**src/pkg/pack_prot_regs.vh**
```
// Offsets, field positions, reset values and timing for the protection config slice
`ifndef PACK_PROT_REGS_VH
`define PACK_PROT_REGS_VH
// Register offsets
`define ADDR_DISCH_CFG 8'h05
`define ADDR_CHG_CFG 8'h06
`define ADDR_FEAT_CFG 8'h07
`define ADDR_WEN 8'h08
`define ADDR_FET_STAT 8'h09
// Charge and time-scale config fields
`define CHG_AUTO_OFF 7
`define CHG_THR_HI 6
`define CHG_THR_LO 5
`define SC_LONG 4
`define CHG_DIV 3
`define DIS_DIV 2
`define CHG_TIME_HI 1
`define CHG_TIME_LO 0
// Feature config fields
`define FEAT_SCAN_OFF 7
`define FEAT_REG_DIS 6
`define FEAT_TEMP_ON 5
`define FEAT_XTSD_DIS 4
`define FEAT_ITSD_DIS 3
`define FEAT_FORCE_RST 2
`define FEAT_WAKE_DIS 1
`define FEAT_WAKE_POL 0
// Write-enable and user flag fields
`define WEN_FEAT 7
`define WEN_CHG 6
`define WEN_DISCH 5
`define UFLAG_HI 4
`define UFLAG_LO 3
// FET control and status fields
`define STAT_CSW 0
`define STAT_IOT 3
`define STAT_XOT 4
`define STAT_COC 5
// Reset values
`define RST_BYTE 8'h00
`define RST_WEN 5'h00
// Timing
`define CLK_MHZ 50
`define OCC_BASE_US 80000
`define OCC_DIV_SHIFT 5
`define SC_SHORT_US 190
`define SC_LONG_US 10000
`define SCAN_PERIOD_US 640000
`define SCAN_ON_US 5000
`endif

```
**src/rtl/pack_protection_config_regs.v**
```verilog
// Protection configuration register slice with serial access
//
// Functional notes
// - Auto charge-OC off clear: OC switches FETs off
// - Charge OC always sets flag, powers temp supply
// - Threshold select codes map 0.10 to 0.16V
// - Short circuit persistence 190us or 10ms
// - Charge divider divides charge delay by 32
// - Discharge divider divides discharge delay by 64
// - Charge delay 80 to 640ms, 2.5-20ms divided
// - Auto scan powers temp sensing 5ms/640ms
// - Regulator disable bit turns internal regulator off
// - Temp supply force-on holds supply output on
// - External overtemp shutdown disable, flag still set
// - Internal overtemp shutdown disable, flag still set
// - Force reset bit clears all registers except the discharge config
// - Wake disable ignores the wake pin
// - Wake polarity picks rising or falling edge
// - Feature register writes need feature enable
// - Charge register writes need charge enable
// - Discharge register writes need discharge enable
// - Write enables come up as zero
// - Two user flags are free storage
// - Charge OC clears charge switch unless disabled
`timescale 1ns/10ps
`default_nettype none
`include "pack_prot_regs.vh"
module pack_protection_config_regs #(
  parameter [6:0] DEV_ADDR = 7'h28,
  parameter [25:0] OCC_BASE_CYC = `OCC_BASE_US * `CLK_MHZ,
  parameter [25:0] SC_SHORT_CYC = `SC_SHORT_US * `CLK_MHZ,
  parameter [25:0] SC_LONG_CYC = `SC_LONG_US * `CLK_MHZ,
  parameter [25:0] SCAN_PERIOD_CYC = `SCAN_PERIOD_US * `CLK_MHZ,
  parameter [25:0] SCAN_ON_CYC = `SCAN_ON_US * `CLK_MHZ
) (
  // Clock and reset
  input wire core_clk_i,
  input wire rst_i,
  // Serial bus
  input wire scl_i,
  input wire sda_i,
  output wire sda_o,
  output wire sda_oe_o,
  // Analog detector inputs
  input wire charge_oc_cmp_i,
  input wire short_cmp_i,
  input wire ext_overtemp_i,
  input wire int_overtemp_i,
  input wire wake_pin_i,
  // Discharge side
  input wire disch_flag_i,
  input wire [7:0] disch_rdata_i,
  output reg disch_wr_o,
  output reg [7:0] disch_wdata_o,
  output reg discharge_delay_divider_o,
  output reg short_trip_o,
  // Analog and power controls
  output reg [1:0] charge_oc_threshold_o,
  output reg charge_fet_o,
  output reg fet_off_o,
  output reg balance_off_o,
  output reg temp_sensor_supply_out_o,
  output reg regulator_disable_o,
  output reg wake_o
);
  localparam [25:0] ONE26 = 26'h1;
  localparam [25:0] OCC_DIV_CYC = OCC_BASE_CYC >> `OCC_DIV_SHIFT;

  // Register storage
  reg [7:0] chg_cfg_r;
  reg [7:0] feat_cfg_r;
  reg [7:0] wen_cfg_r;
  reg charge_switch_on_r;
  reg charge_overcurrent_flag_r;
  reg ext_overtemp_flag_r;
  reg int_overtemp_flag_r;
  reg soft_clr_r;
  reg wake_q_r;
  reg [25:0] scan_cnt_r;

  // Bus side
  wire bus_wr;
  wire [7:0] bus_addr;
  wire [7:0] bus_wdata;
  wire [7:0] bus_ptr;
  reg [7:0] rd_data;

  // Timer results
  wire occ_trip;
  wire sc_trip;
  reg [25:0] occ_limit;
  reg [25:0] sc_limit;

  // Open drain: only ever pulls low
  assign sda_o = 1'b0;

  serial_reg_slave #(
    .DEV_ADDR(DEV_ADDR)
  ) u_slave (
    .core_clk_i(core_clk_i),
    .rst_i(rst_i),
    .scl_i(scl_i),
    .sda_i(sda_i),
    .sda_oe_o(sda_oe_o),
    .wr_o(bus_wr),
    .wr_addr_o(bus_addr),
    .wr_data_o(bus_wdata),
    .ptr_o(bus_ptr),
    .rd_data_i(rd_data)
  );

  // Delay selection
  always @* begin
    occ_limit = chg_cfg_r[`CHG_DIV] ? OCC_DIV_CYC : OCC_BASE_CYC;
    occ_limit = occ_limit << chg_cfg_r[`CHG_TIME_HI:`CHG_TIME_LO];
    sc_limit = chg_cfg_r[`SC_LONG] ? SC_LONG_CYC : SC_SHORT_CYC;
  end

  persist_timer #(
    .W(26)
  ) u_occ_timer (
    .core_clk_i(core_clk_i),
    .rst_i(rst_i),
    .clr_i(soft_clr_r),
    .cond_i(charge_oc_cmp_i),
    .limit_i(occ_limit),
    .trip_o(occ_trip)
  );

  persist_timer #(
    .W(26)
  ) u_sc_timer (
    .core_clk_i(core_clk_i),
    .rst_i(rst_i),
    .clr_i(soft_clr_r),
    .cond_i(short_cmp_i),
    .limit_i(sc_limit),
    .trip_o(sc_trip)
  );

  // Read decode by the pointer of the serial slave
  always @* begin
    if (bus_ptr == `ADDR_DISCH_CFG) begin
      rd_data = disch_rdata_i;
    end else if (bus_ptr == `ADDR_CHG_CFG) begin
      rd_data = chg_cfg_r;
    end else if (bus_ptr == `ADDR_FEAT_CFG) begin
      rd_data = feat_cfg_r;
    end else if (bus_ptr == `ADDR_WEN) begin
      rd_data = {wen_cfg_r[7:3], 3'h0};
    end else if (bus_ptr == `ADDR_FET_STAT) begin
      rd_data = {2'h0, charge_overcurrent_flag_r, ext_overtemp_flag_r,
                 int_overtemp_flag_r, 2'h0, charge_switch_on_r};
    end else begin
      rd_data = 8'h00;
    end
  end

  wire wr_disch = bus_wr && bus_addr == `ADDR_DISCH_CFG;
  wire wr_chg = bus_wr && bus_addr == `ADDR_CHG_CFG;
  wire wr_feat = bus_wr && bus_addr == `ADDR_FEAT_CFG;
  wire wr_wen = bus_wr && bus_addr == `ADDR_WEN;
  wire wr_stat = bus_wr && bus_addr == `ADDR_FET_STAT;
  wire auto_occ_off = occ_trip && !chg_cfg_r[`CHG_AUTO_OFF];
  wire ext_shut = ext_overtemp_i && !feat_cfg_r[`FEAT_XTSD_DIS];
  wire int_shut = int_overtemp_i && !feat_cfg_r[`FEAT_ITSD_DIS];
  wire scan_on = scan_cnt_r < SCAN_ON_CYC;
  wire wake_edge = feat_cfg_r[`FEAT_WAKE_POL] ? (wake_pin_i && !wake_q_r)
                                               : (!wake_pin_i && wake_q_r);

  always @(posedge core_clk_i or posedge rst_i) begin
    if (rst_i) begin
      chg_cfg_r <= `RST_BYTE;
      feat_cfg_r <= `RST_BYTE;
      wen_cfg_r <= `RST_BYTE;
      charge_switch_on_r <= 1'b0;
      charge_overcurrent_flag_r <= 1'b0;
      ext_overtemp_flag_r <= 1'b0;
      int_overtemp_flag_r <= 1'b0;
      soft_clr_r <= 1'b0;
      wake_q_r <= 1'b0;
      scan_cnt_r <= 26'h0;
      disch_wr_o <= 1'b0;
      disch_wdata_o <= 8'h00;
      discharge_delay_divider_o <= 1'b0;
      short_trip_o <= 1'b0;
      charge_oc_threshold_o <= 2'h0;
      charge_fet_o <= 1'b0;
      fet_off_o <= 1'b0;
      balance_off_o <= 1'b0;
      temp_sensor_supply_out_o <= 1'b0;
      regulator_disable_o <= 1'b0;
      wake_o <= 1'b0;
    end else if (soft_clr_r) begin
      // Forced reset takes one cycle, like a power-on clear
      chg_cfg_r <= `RST_BYTE;
      feat_cfg_r <= `RST_BYTE;
      wen_cfg_r <= `RST_BYTE;
      charge_switch_on_r <= 1'b0;
      charge_overcurrent_flag_r <= 1'b0;
      ext_overtemp_flag_r <= 1'b0;
      int_overtemp_flag_r <= 1'b0;
      soft_clr_r <= 1'b0;
      scan_cnt_r <= 26'h0;
      disch_wr_o <= 1'b0;
      disch_wdata_o <= 8'h00;
      discharge_delay_divider_o <= 1'b0;
      short_trip_o <= 1'b0;
      charge_oc_threshold_o <= 2'h0;
      charge_fet_o <= 1'b0;
      fet_off_o <= 1'b0;
      balance_off_o <= 1'b0;
      temp_sensor_supply_out_o <= 1'b0;
      regulator_disable_o <= 1'b0;
      wake_o <= 1'b0;
    end else begin
      wake_q_r <= wake_pin_i;
      disch_wr_o <= 1'b0;
      // Software writes first; hardware events below override them
      if (wr_chg && wen_cfg_r[`WEN_CHG])
        chg_cfg_r <= bus_wdata;
      if (wr_feat && wen_cfg_r[`WEN_FEAT]) begin
        feat_cfg_r <= {bus_wdata[7:3], 1'b0, bus_wdata[1:0]};
        soft_clr_r <= bus_wdata[`FEAT_FORCE_RST];
      end
      if (wr_wen)
        wen_cfg_r <= {bus_wdata[7:3], 3'h0};
      if (wr_disch && wen_cfg_r[`WEN_DISCH]) begin
        disch_wr_o <= 1'b1;
        disch_wdata_o <= bus_wdata;
      end
      if (wr_stat)
        charge_switch_on_r <= bus_wdata[`STAT_CSW];
      // Flags are write-one-to-clear; a new event wins the same cycle
      if (occ_trip)
        charge_overcurrent_flag_r <= 1'b1;
      else if (wr_stat && bus_wdata[`STAT_COC])
        charge_overcurrent_flag_r <= 1'b0;
      if (ext_overtemp_i)
        ext_overtemp_flag_r <= 1'b1;
      else if (wr_stat && bus_wdata[`STAT_XOT])
        ext_overtemp_flag_r <= 1'b0;
      if (int_overtemp_i)
        int_overtemp_flag_r <= 1'b1;
      else if (wr_stat && bus_wdata[`STAT_IOT])
        int_overtemp_flag_r <= 1'b0;
      // Safety beats a concurrent software switch-on
      if (auto_occ_off || ext_shut || int_shut)
        charge_switch_on_r <= 1'b0;
      fet_off_o <= auto_occ_off || ext_shut || int_shut;
      balance_off_o <= ext_shut || int_shut;
      charge_fet_o <= charge_switch_on_r && !auto_occ_off && !ext_shut && !int_shut;
      short_trip_o <= sc_trip;
      // Free-running scan period
      if (scan_cnt_r == SCAN_PERIOD_CYC - ONE26)
        scan_cnt_r <= 26'h0;
      else
        scan_cnt_r <= scan_cnt_r + ONE26;
      temp_sensor_supply_out_o <= (scan_on && !feat_cfg_r[`FEAT_SCAN_OFF])
                                  || feat_cfg_r[`FEAT_TEMP_ON]
                                  || charge_overcurrent_flag_r || occ_trip
                                  || disch_flag_i;
      charge_oc_threshold_o <= chg_cfg_r[`CHG_THR_HI:`CHG_THR_LO];
      discharge_delay_divider_o <= chg_cfg_r[`DIS_DIV];
      regulator_disable_o <= feat_cfg_r[`FEAT_REG_DIS];
      wake_o <= wake_edge && !feat_cfg_r[`FEAT_WAKE_DIS];
    end
  end
endmodule // pack_protection_config_regs
`default_nettype wire

```
**src/rtl/persist_timer.v**
```verilog
// Condition persistence timer: one pulse once cond has held for limit cycles
`timescale 1ns/10ps
`default_nettype none
module persist_timer #(
  parameter W = 26
) (
  // Clock and reset
  input wire core_clk_i,
  input wire rst_i,
  input wire clr_i,
  // Condition and length
  input wire cond_i,
  input wire [W-1:0] limit_i,
  // Result
  output reg trip_o
);
  localparam [W-1:0] ONE = 1;
  reg [W-1:0] cnt_r;
  always @(posedge core_clk_i or posedge rst_i) begin
    if (rst_i) begin
      cnt_r <= {W{1'b0}};
      trip_o <= 1'b0;
    end else if (clr_i || !cond_i) begin
      cnt_r <= {W{1'b0}};
      trip_o <= 1'b0;
    end else begin
      // Saturates at limit so a held condition trips once only
      trip_o <= (cnt_r == limit_i - ONE);
      if (cnt_r != limit_i)
        cnt_r <= cnt_r + ONE;
    end
  end
endmodule // persist_timer
`default_nettype wire

```
**src/rtl/serial_reg_slave.v**
```verilog
// Two-wire serial slave with register pointer, byte writes and reads
`timescale 1ns/10ps
`default_nettype none
module serial_reg_slave #(
  parameter [6:0] DEV_ADDR = 7'h28
) (
  // Clock and reset
  input wire core_clk_i,
  input wire rst_i,
  // Serial pins
  input wire scl_i,
  input wire sda_i,
  output reg sda_oe_o,
  // Register side
  output reg wr_o,
  output reg [7:0] wr_addr_o,
  output reg [7:0] wr_data_o,
  output reg [7:0] ptr_o,
  input wire [7:0] rd_data_i
);
  localparam [4:0] S_IDLE = 5'h01;
  localparam [4:0] S_RX = 5'h02;
  localparam [4:0] S_ACK = 5'h04;
  localparam [4:0] S_TX = 5'h08;
  localparam [4:0] S_TACK = 5'h10;
  reg [4:0] st_r;
  reg [7:0] sh_r;
  reg [3:0] cnt_r;
  reg scl_q_r;
  reg sda_q_r;
  reg adr_ph_r;
  reg ptr_ph_r;
  reg rw_r;
  wire start_w = scl_i && scl_q_r && sda_q_r && !sda_i;
  wire stop_w = scl_i && scl_q_r && !sda_q_r && sda_i;
  wire rise_w = scl_i && !scl_q_r;
  wire fall_w = !scl_i && scl_q_r;
  always @(posedge core_clk_i or posedge rst_i) begin
    if (rst_i) begin
      st_r <= S_IDLE;
      sh_r <= 8'h00;
      cnt_r <= 4'h0;
      scl_q_r <= 1'b1;
      sda_q_r <= 1'b1;
      adr_ph_r <= 1'b0;
      ptr_ph_r <= 1'b0;
      rw_r <= 1'b0;
      sda_oe_o <= 1'b0;
      wr_o <= 1'b0;
      wr_addr_o <= 8'h00;
      wr_data_o <= 8'h00;
      ptr_o <= 8'h00;
    end else begin
      scl_q_r <= scl_i;
      sda_q_r <= sda_i;
      wr_o <= 1'b0;
      if (start_w) begin
        st_r <= S_RX;
        cnt_r <= 4'h0;
        adr_ph_r <= 1'b1;
        sda_oe_o <= 1'b0;
      end else if (stop_w) begin
        st_r <= S_IDLE;
        sda_oe_o <= 1'b0;
      end else begin
        case (st_r)
          S_RX: begin
            if (rise_w) begin
              sh_r <= {sh_r[6:0], sda_i};
              cnt_r <= cnt_r + 4'h1;
            end else if (fall_w && cnt_r == 4'h8) begin
              cnt_r <= 4'h0;
              if (adr_ph_r) begin
                // Other addresses are left alone until the next start
                if (sh_r[7:1] == DEV_ADDR) begin
                  sda_oe_o <= 1'b1;
                  rw_r <= sh_r[0];
                  adr_ph_r <= 1'b0;
                  ptr_ph_r <= 1'b1;
                  st_r <= S_ACK;
                end else begin
                  st_r <= S_IDLE;
                end
              end else if (ptr_ph_r) begin
                ptr_o <= sh_r;
                ptr_ph_r <= 1'b0;
                sda_oe_o <= 1'b1;
                st_r <= S_ACK;
              end else begin
                wr_o <= 1'b1;
                wr_addr_o <= ptr_o;
                wr_data_o <= sh_r;
                ptr_o <= ptr_o + 8'h01;
                sda_oe_o <= 1'b1;
                st_r <= S_ACK;
              end
            end
          end
          S_ACK: begin
            if (fall_w) begin
              if (rw_r) begin
                sh_r <= rd_data_i;
                sda_oe_o <= !rd_data_i[7];
                ptr_o <= ptr_o + 8'h01;
                cnt_r <= 4'h1;
                st_r <= S_TX;
              end else begin
                sda_oe_o <= 1'b0;
                st_r <= S_RX;
              end
            end
          end
          S_TX: begin
            if (fall_w) begin
              if (cnt_r == 4'h8) begin
                sda_oe_o <= 1'b0;
                st_r <= S_TACK;
              end else begin
                sda_oe_o <= !sh_r[6];
                sh_r <= {sh_r[6:0], 1'b0};
                cnt_r <= cnt_r + 4'h1;
              end
            end
          end
          S_TACK: begin
            if (rise_w)
              st_r <= sda_i ? S_IDLE : S_ACK;
          end
          default: st_r <= S_IDLE;
        endcase
      end
    end
  end
endmodule // serial_reg_slave
`default_nettype wire

```
**config.mk**
```make
export PLATFORM = sky130hd
export DESIGN_NAME = pack_protection_config_regs
export DESIGN_NICKNAME = d
export VERILOG_FILES = /design/src/rtl/pack_protection_config_regs.v /design/src/rtl/persist_timer.v /design/src/rtl/serial_reg_slave.v
export VERILOG_INCLUDE_DIRS = /design/src /design/src/pkg
export SDC_FILE = /design/constraint.sdc
export NUM_CORES = 1
export LEC_CHECK = 0
export ABC_AREA = 1
export BUFFER_PORTS_ARGS = -buffer_cell sky130_fd_sc_hd__buf_2
export CORE_MARGIN = 2
export CORE_UTILIZATION = 57
export DETAILED_ROUTE_END_ITERATION = 7
export PLACE_DENSITY = 0.77
export SYNTH_ARGS = -nofsm -noshare
export SYNTH_HDL_FRONTEND = slang
export SYNTH_SLANG_ARGS = --single-unit
```
**constraint.sdc**
```tcl
create_clock -name core_clk_i -period 5.5 [get_ports core_clk_i]
set_clock_uncertainty 0.15 [all_clocks]
set_input_delay 0.55 -clock core_clk_i [delete_from_list [all_inputs] [get_ports core_clk_i]]
set_output_delay 0.55 -clock core_clk_i [all_outputs]
set_load 0.02 [all_outputs]
```
; ---- Word level (Yosys, flattened, before mapping)
; Index checks and enable logic that the tools add are counted.
[word_totals]
n_memories = 0
word_cells = 287
reg_bits = 177
output_inout_bits = 21
latch_bits = 0
mem_bits_ro = 0
ramBits = 0
input_bits = 18
[op_classes]
mul = 0
div = 0
bitwise = 5
magnitude_cmp = 1
n_addsub = 7
mux = 110
reduce_logical = 81
n_eq_ne = 44
n_shift = 1
[ops]
columns = op, count
row1 = two-way mux 8 bit, 23
row2 = two-way mux 26 bit, 6
row3 = adder 26 x 1 -> 26 bit (second input constant), 3
row4 = == test 26 bit, 2
row5 = two-way mux 1 bit, 52
row6 = == test 8 x 3 -> 1 bit (second input constant), 6
row7 = two-way mux 5 bit, 8
row8 = two-way mux 4 bit, 9
row9 = == test 8 x 4 -> 1 bit (second input constant), 4
row10 = logical AND 1 bit, 29
row11 = == test 26 x 25 -> 1 bit (second input constant), 1
row12 = less-than comparator 26 x 18 -> 1 bit (second input constant), 1
row13 = != test 26 x 19 -> 1 bit, 1
row14 = != test 26 bit, 1
row15 = << shifter 22 x 2 -> 26 bit, 1
row16 = subtractor 26 x 1 -> 26 bit (second input constant), 1
row17 = != test 4 x 1 -> 1 bit (second input constant), 6
row18 = case mux 8 bit (3 select lines), 1
row19 = two-way mux 22 bit, 1
row20 = AND reduction 7 bit, 3
row21 = case mux 5 bit (4 select lines), 1
row22 = subtractor 19 x 1 -> 20 bit (second input constant), 1
row23 = two-way mux 19 bit, 1
row24 = zero test 1 bit, 18
row25 = other kinds (29), 69

; ---- Logic depth before layout (Yosys ltp)
[logic_depth]
ltp_word = 12
mapped_depth = 14
ltp_nobuf = 13

; ---- Hierarchy
; A second synthesis with hierarchy kept.
[hier_totals]
hier_cells = 1950
area_unflattened_um2 = 13528.0
[modules_own_cells]
columns = mod, seq_area_each_um2, area_per_inst_um2, instances, cells_per_inst
row1 = pack_protection_config_regs, 1776.7, 4066.4, 1, 561
row2 = persist_timer at u_sc_timer, 675.6, 3359.5, 1, 523
row3 = persist_timer at u_occ_timer, 675.6, 3320.7, 1, 523
row4 = serial_reg_slave, 1204.9, 2781.4, 1, 343

; ---- Worst setup path after synthesis
; No wires, ideal clock.
[synth_path]
path_type = reg-to-reg
start = register scan_cnt_r[0]
end = register scan_cnt_r[0]
setup_ns = 0.129
n_path_buf = 0
t_required_ns = 5.221
arrival_time_ns = 1.569
path_slack_ns = 3.652
path_stages_with_launch = 9
period_less_slack_ns = 1.848
cell_sequence = dfrtp_1 -> ha_1 -> nand2_1 -> nor2_2 -> nand3_2 -> nor2_4 -> nand3_2 -> o31ai_4 -> nor2_1
[synth_via]
elab_chain_len = 3
word_cells_on_any_way = 4
classes_between = 1 x add/sub / 1 x eq/ne / 2 x mux
[synth_rtl]
columns = item, line_no
row1 = start: declaration, pack_protection_config_regs.v:79  ; reg [25:0] scan_cnt_r;
row2 = start signal: assignment, pack_protection_config_regs.v:258  ; scan_cnt_r <= scan_cnt_r + ONE26;
row3 = adder 26 x 1 -> 26 bit / == test 26 x 25 -> 1 bit (equally long branches), "pack_protection_config_regs.v:258, pack_protection_config_regs.v:255"
row4 = two-way mux 26 bit (*), pack_protection_config_regs.v:255  ; if (scan_cnt_r == SCAN_PERIOD_CYC - ONE26)
row5 = two-way mux 26 bit (*), pack_protection_config_regs.v:194  ; end else if (soft_clr_r) begin
; Mark *: on every way between the ends. The rest lies on a longest branch, timed or not.
; A chain may end at the register's enable or synchronous reset.

; ---- Worst setup path after layout
[layout_path]
start = register u_slave.st_r[4]
end = register u_slave.sh_r[5]
[layout_via]
elab_chain_len = 3
word_cells_on_any_way = 11
classes_between = 8 x eq/ne / 1 x mux / 2 x reduce/logical
[layout_rtl]
columns = item, line_no
row1 = start: declaration, serial_reg_slave.v:26  ; reg [4:0] st_r;
row2 = start signal: assignment, serial_reg_slave.v:127  ; st_r <= sda_i ? S_IDLE : S_ACK;
row3 = == test 5 x 4 -> 1 bit (tied with other cells), serial_reg_slave.v:66  ; case (st_r)
row4 = != test 2 x 1 -> 1 bit (no line) (tied with other cells), n/a
row5 = AND reduction 8 bit (no line), n/a
row6 = end signal: assignment, serial_reg_slave.v:69  ; sh_r <= {sh_r[6:0], sda_i};
row7 = end signal: assignment, serial_reg_slave.v:102  ; sh_r <= rd_data_i;
row8 = end signal: assignment, serial_reg_slave.v:120  ; sh_r <= {sh_r[6:0], 1'b0};
row9 = end: declaration, serial_reg_slave.v:27  ; reg [7:0] sh_r;
; Parallel ways exist; a longest one is shown, timed or not.

==> flow_summary.toml <==
[status]
status = "finished clean"

[finish]
drive_gt1_share_pct = 7.61
n_antenna_cell = 0
synthToLayoutAreaGrowth_pct = 8.80
layout.nets = 1515
final_cell_count_no_fill = 1728

[routing]
num_vias = 9679
first_iter_violations = 989
routed_via_density = 5.60
routedWlPerCell_um = 14.9
routed_wl_um = 25800
firstDrtPassIters = 7
wl_met2_um = 11900
drc = 0
antenna_left = 0
top_layer = "met4"
dr_wl_met3_um = 1630
wl_met1_um = 11800

[power_and_ir_drop]
ir_drop_mv = 0.244
power_density_nw_per_um2 = 236
p_leak_nw = 5.27

[timing]
drv_slew = 0
fin_crit_ns = 2.91
worst_slew_pin_slew_ns = 1.02
finalSetupTns_ns = 0
finalSetupViolCount = 0
rsz0062_at_grt = "no"
min_period_over_period_pct = 53.0
hold_violations = 0
fmax_mhz = 343
slew_headroom_pct = 32.1

[yosys]
synthCells = 1459
synth_area_leaders = "dfrtp_1 (41%), nand2_1 (13%), nor2_1 (7.7%)"
seq_area_frac_synth_pct = 42.1
ys_ff_latch = 173
postSynthAreaPerCell_sq_um = 7.06
synthDistinctLibCells = 44
synth.largest_area_cell = "dfrtp_1"
synthFlopType = "dfrtp_1"
synth_area_sq_um = 10300
syn_nets = 1488
yosys-top-cells-count = "nand2_1 (353), nor2_1 (212), inv_1 (182)"
synth_warnings = 0
postSynth.asyncResetShare_pct = 100
synth_edf_count = 0
synth_top_area_share_pct = 41.3
yosysMostFrequentCell = "nand2_1"

[place]
hpwl_um = 18600
gp_congestion = 0.940
port_buffers = 37
dp_cells = 1696

[global_route]
antenna_found_initial = 0
grtUsageTotal_pct = 27.3
grt_max_degree = 94
grt_pass1_wl_um = 42900
grt-ovfl-total = 0
grt_pass1_vias = 8829

[die]
io_pins = 39
die-area_sq_um = 19200
fp.dieH_um = 138
initial_core_util_pct = 57.7
fp.coreArea_sq_um = 17800
rows = 49
die_w_um = 138

[critical_path]
reg2reg_depth = 10
timing.rr.end = "u_slave.sh_r[5]$_DFFE_PP0P_"
path_class = "reg -> reg"
endpoint_kind = "register"
critPathMaxFanout = 13
worst-endpoint-arrival_ns = 3.09
reg2reg_from = "u_slave.st_r[4]$_DFFE_PP0P_"
reg2reg_slack_ns = 2.59
critPathLaunchType = "register"
required_ns = 5.68

[clock_tree]
htree_num_levels = 4
cts_hold_buf = 0
clkLatencyLatePin_ns = 0.45
cts-resized-gates = 0
cts_made_buffers = 17
clkTransAtPathRegs_ns = 0.07
cts.path.max_buffers = 2
cts_tree = "yes"
cts_setup_buffers = 0
cts_sinks = 173
root_buffer = "clkbuf_16"

[job]
maxCapViolCount = 0

[worst_hold_path]
worstHoldPathCells = 1
worstHoldStart = "scl_i"
whs_endpoint = "u_slave.scl_q_r$_DFF_PP1_"
hold_class = "in -> reg"
-- worst max path at each step --
stage | from | endpoint | slack (ns)
finish | u_slave.st_r[4]$_DFFE_PP0P_ | u_slave.sh_r[5]$_DFFE_PP0P_ | 2.59
detailed placement | u_slave.st_r[4]$_DFFE_PP0P_ | u_slave.sh_r[3]$_DFFE_PP0P_ | 2.63
global route | u_slave.st_r[4]$_DFFE_PP0P_ | u_slave.sh_r[4]$_DFFE_PP0P_ | 2.28
floorplan | rst_i | balance_off_o$_DFF_PP0_ | 0.12
global placement | u_slave.st_r[4]$_DFFE_PP0P_ | u_slave.sh_r[0]$_DFFE_PP0P_ | 2.74
CTS | u_slave.st_r[4]$_DFFE_PP0P_ | u_slave.sh_r[5]$_DFFE_PP0P_ | 2.59
-- cell families (layout without fill, tap and decap cells) --
family | Yosys count | in the layout | synth area share (%)
buf+inv | 224 | 264 | 8.53
xor+xnor | 41 | 41 | 3.49
compound gates | 190 | 190 | 10.0
simple gates | 819 | 819 | 34.5
other cells | 1 | 1 | 0.0364
fa+ha+maj | 11 | 11 | 1.34
flops | 173 | 173 | 42.1
-- report_power, final --
group | switching, mW | total [mW] | internal, mW
logic | 0.100 | 0.140 | 0.0399
clock network | 0.555 | 1.19 | 0.631
registers | 0.0246 | 1.32 | 1.30
total | 0.680 | 2.65 | 1.97
-- final cells by class --
class	instances	area (sq um)
fill	1598	6640
clock inverter	14	135
timing repair buffer	40	208
clock buffer	18	429
tap	229	287
sequential	173	4330
multi-input combinational	1062	5080
inverter	192	726
-- layout by cell type (no fill, tap or decap), types with 4 or more instances in the layout --
cell type | netlist | final
nand3_1 | 122 | 122
xor2_1 | 32 | 32
dfrtp_1 | 170 | 170
nor4_1 | 18 | 18
o31ai_1 | 4 | 4
a21oi_1 | 51 | 51
xnor2_1 | 9 | 9
nor2_2 | 11 | 11
inv_1 | 182 | 181
nand2_1 | 353 | 353
nand3b_1 | 4 | 4
o21ai_1 | 13 | 13
nand2_2 | 6 | 6
nor3_1 | 39 | 39
buf_2 | 11 | 37
clkbuf_16 | 0 | 17
nand3_2 | 5 | 5
nor2_4 | 4 | 4
ha_1 | 11 | 11
a211oi_1 | 4 | 4
clkinvlp_4 | 0 | 4
o21ai_0 | 99 | 99
nand4_1 | 38 | 38
nor2_1 | 212 | 212
inv_2 | 8 | 8
inv_6 | 0 | 6
-- stage by stage --
stage / utilization, % / hold WS [ns] / area, sq um / worst slack (ns) / power [mW]
finish: 62.8 / 0.0679 / 11200 / 2.59 / 2.65
floorplan: - / 0.281 / 10300 / 0.116 / 1.44
detailed placement: 59.6 / 0.320 / 10600 / 2.63 / 1.49
global placement: 59.6 / 0.318 / 10600 / 2.74 / 1.48
global route: 62.8 / 0.0673 / 11200 / 2.28 / 2.73
CTS: 62.8 / 0.0635 / 11200 / 2.59 / 2.66
-- sequential cells by signal (all words and copies together) (netlist names), 2 cells and up --
register	cells
u_slave.ptr_o	8
u_sc_timer.cnt_r	26
chg_cfg_r	8
disch_wdata_o	8
u_slave.wr_addr_o	8
feat_cfg_r	7
charge_oc_threshold_o	2
u_slave.st_r	5
u_occ_timer.cnt_r	26
u_slave.sh_r	8
u_slave.cnt_r	4
u_slave.wr_data_o	8
scan_cnt_r	26
wen_cfg_r	5
-- routing by layer --
metal / track usage [%] / vias up
met4: 8.11 / 0
met1: 38.3 / 4486
li1: - / 4774
met5: 0 / -
met2: 44.1 / 367
met3: 4.40 / 52
-- worst max-delay path, cell delays in order, from the launching register on --
cell and delay (ns):
dfrtp_1 0.39, inv_1 0.14, nand3_1 0.09, nor2_1 0.62, nor2_1 0.18, nand2_1 0.12
nand2_1 0.09, nor2_1 0.52, inv_1 0.25, nor2_1 0.15, a21oi_1 0.09
No activity file was read; power rests on OpenSTA's default activity.
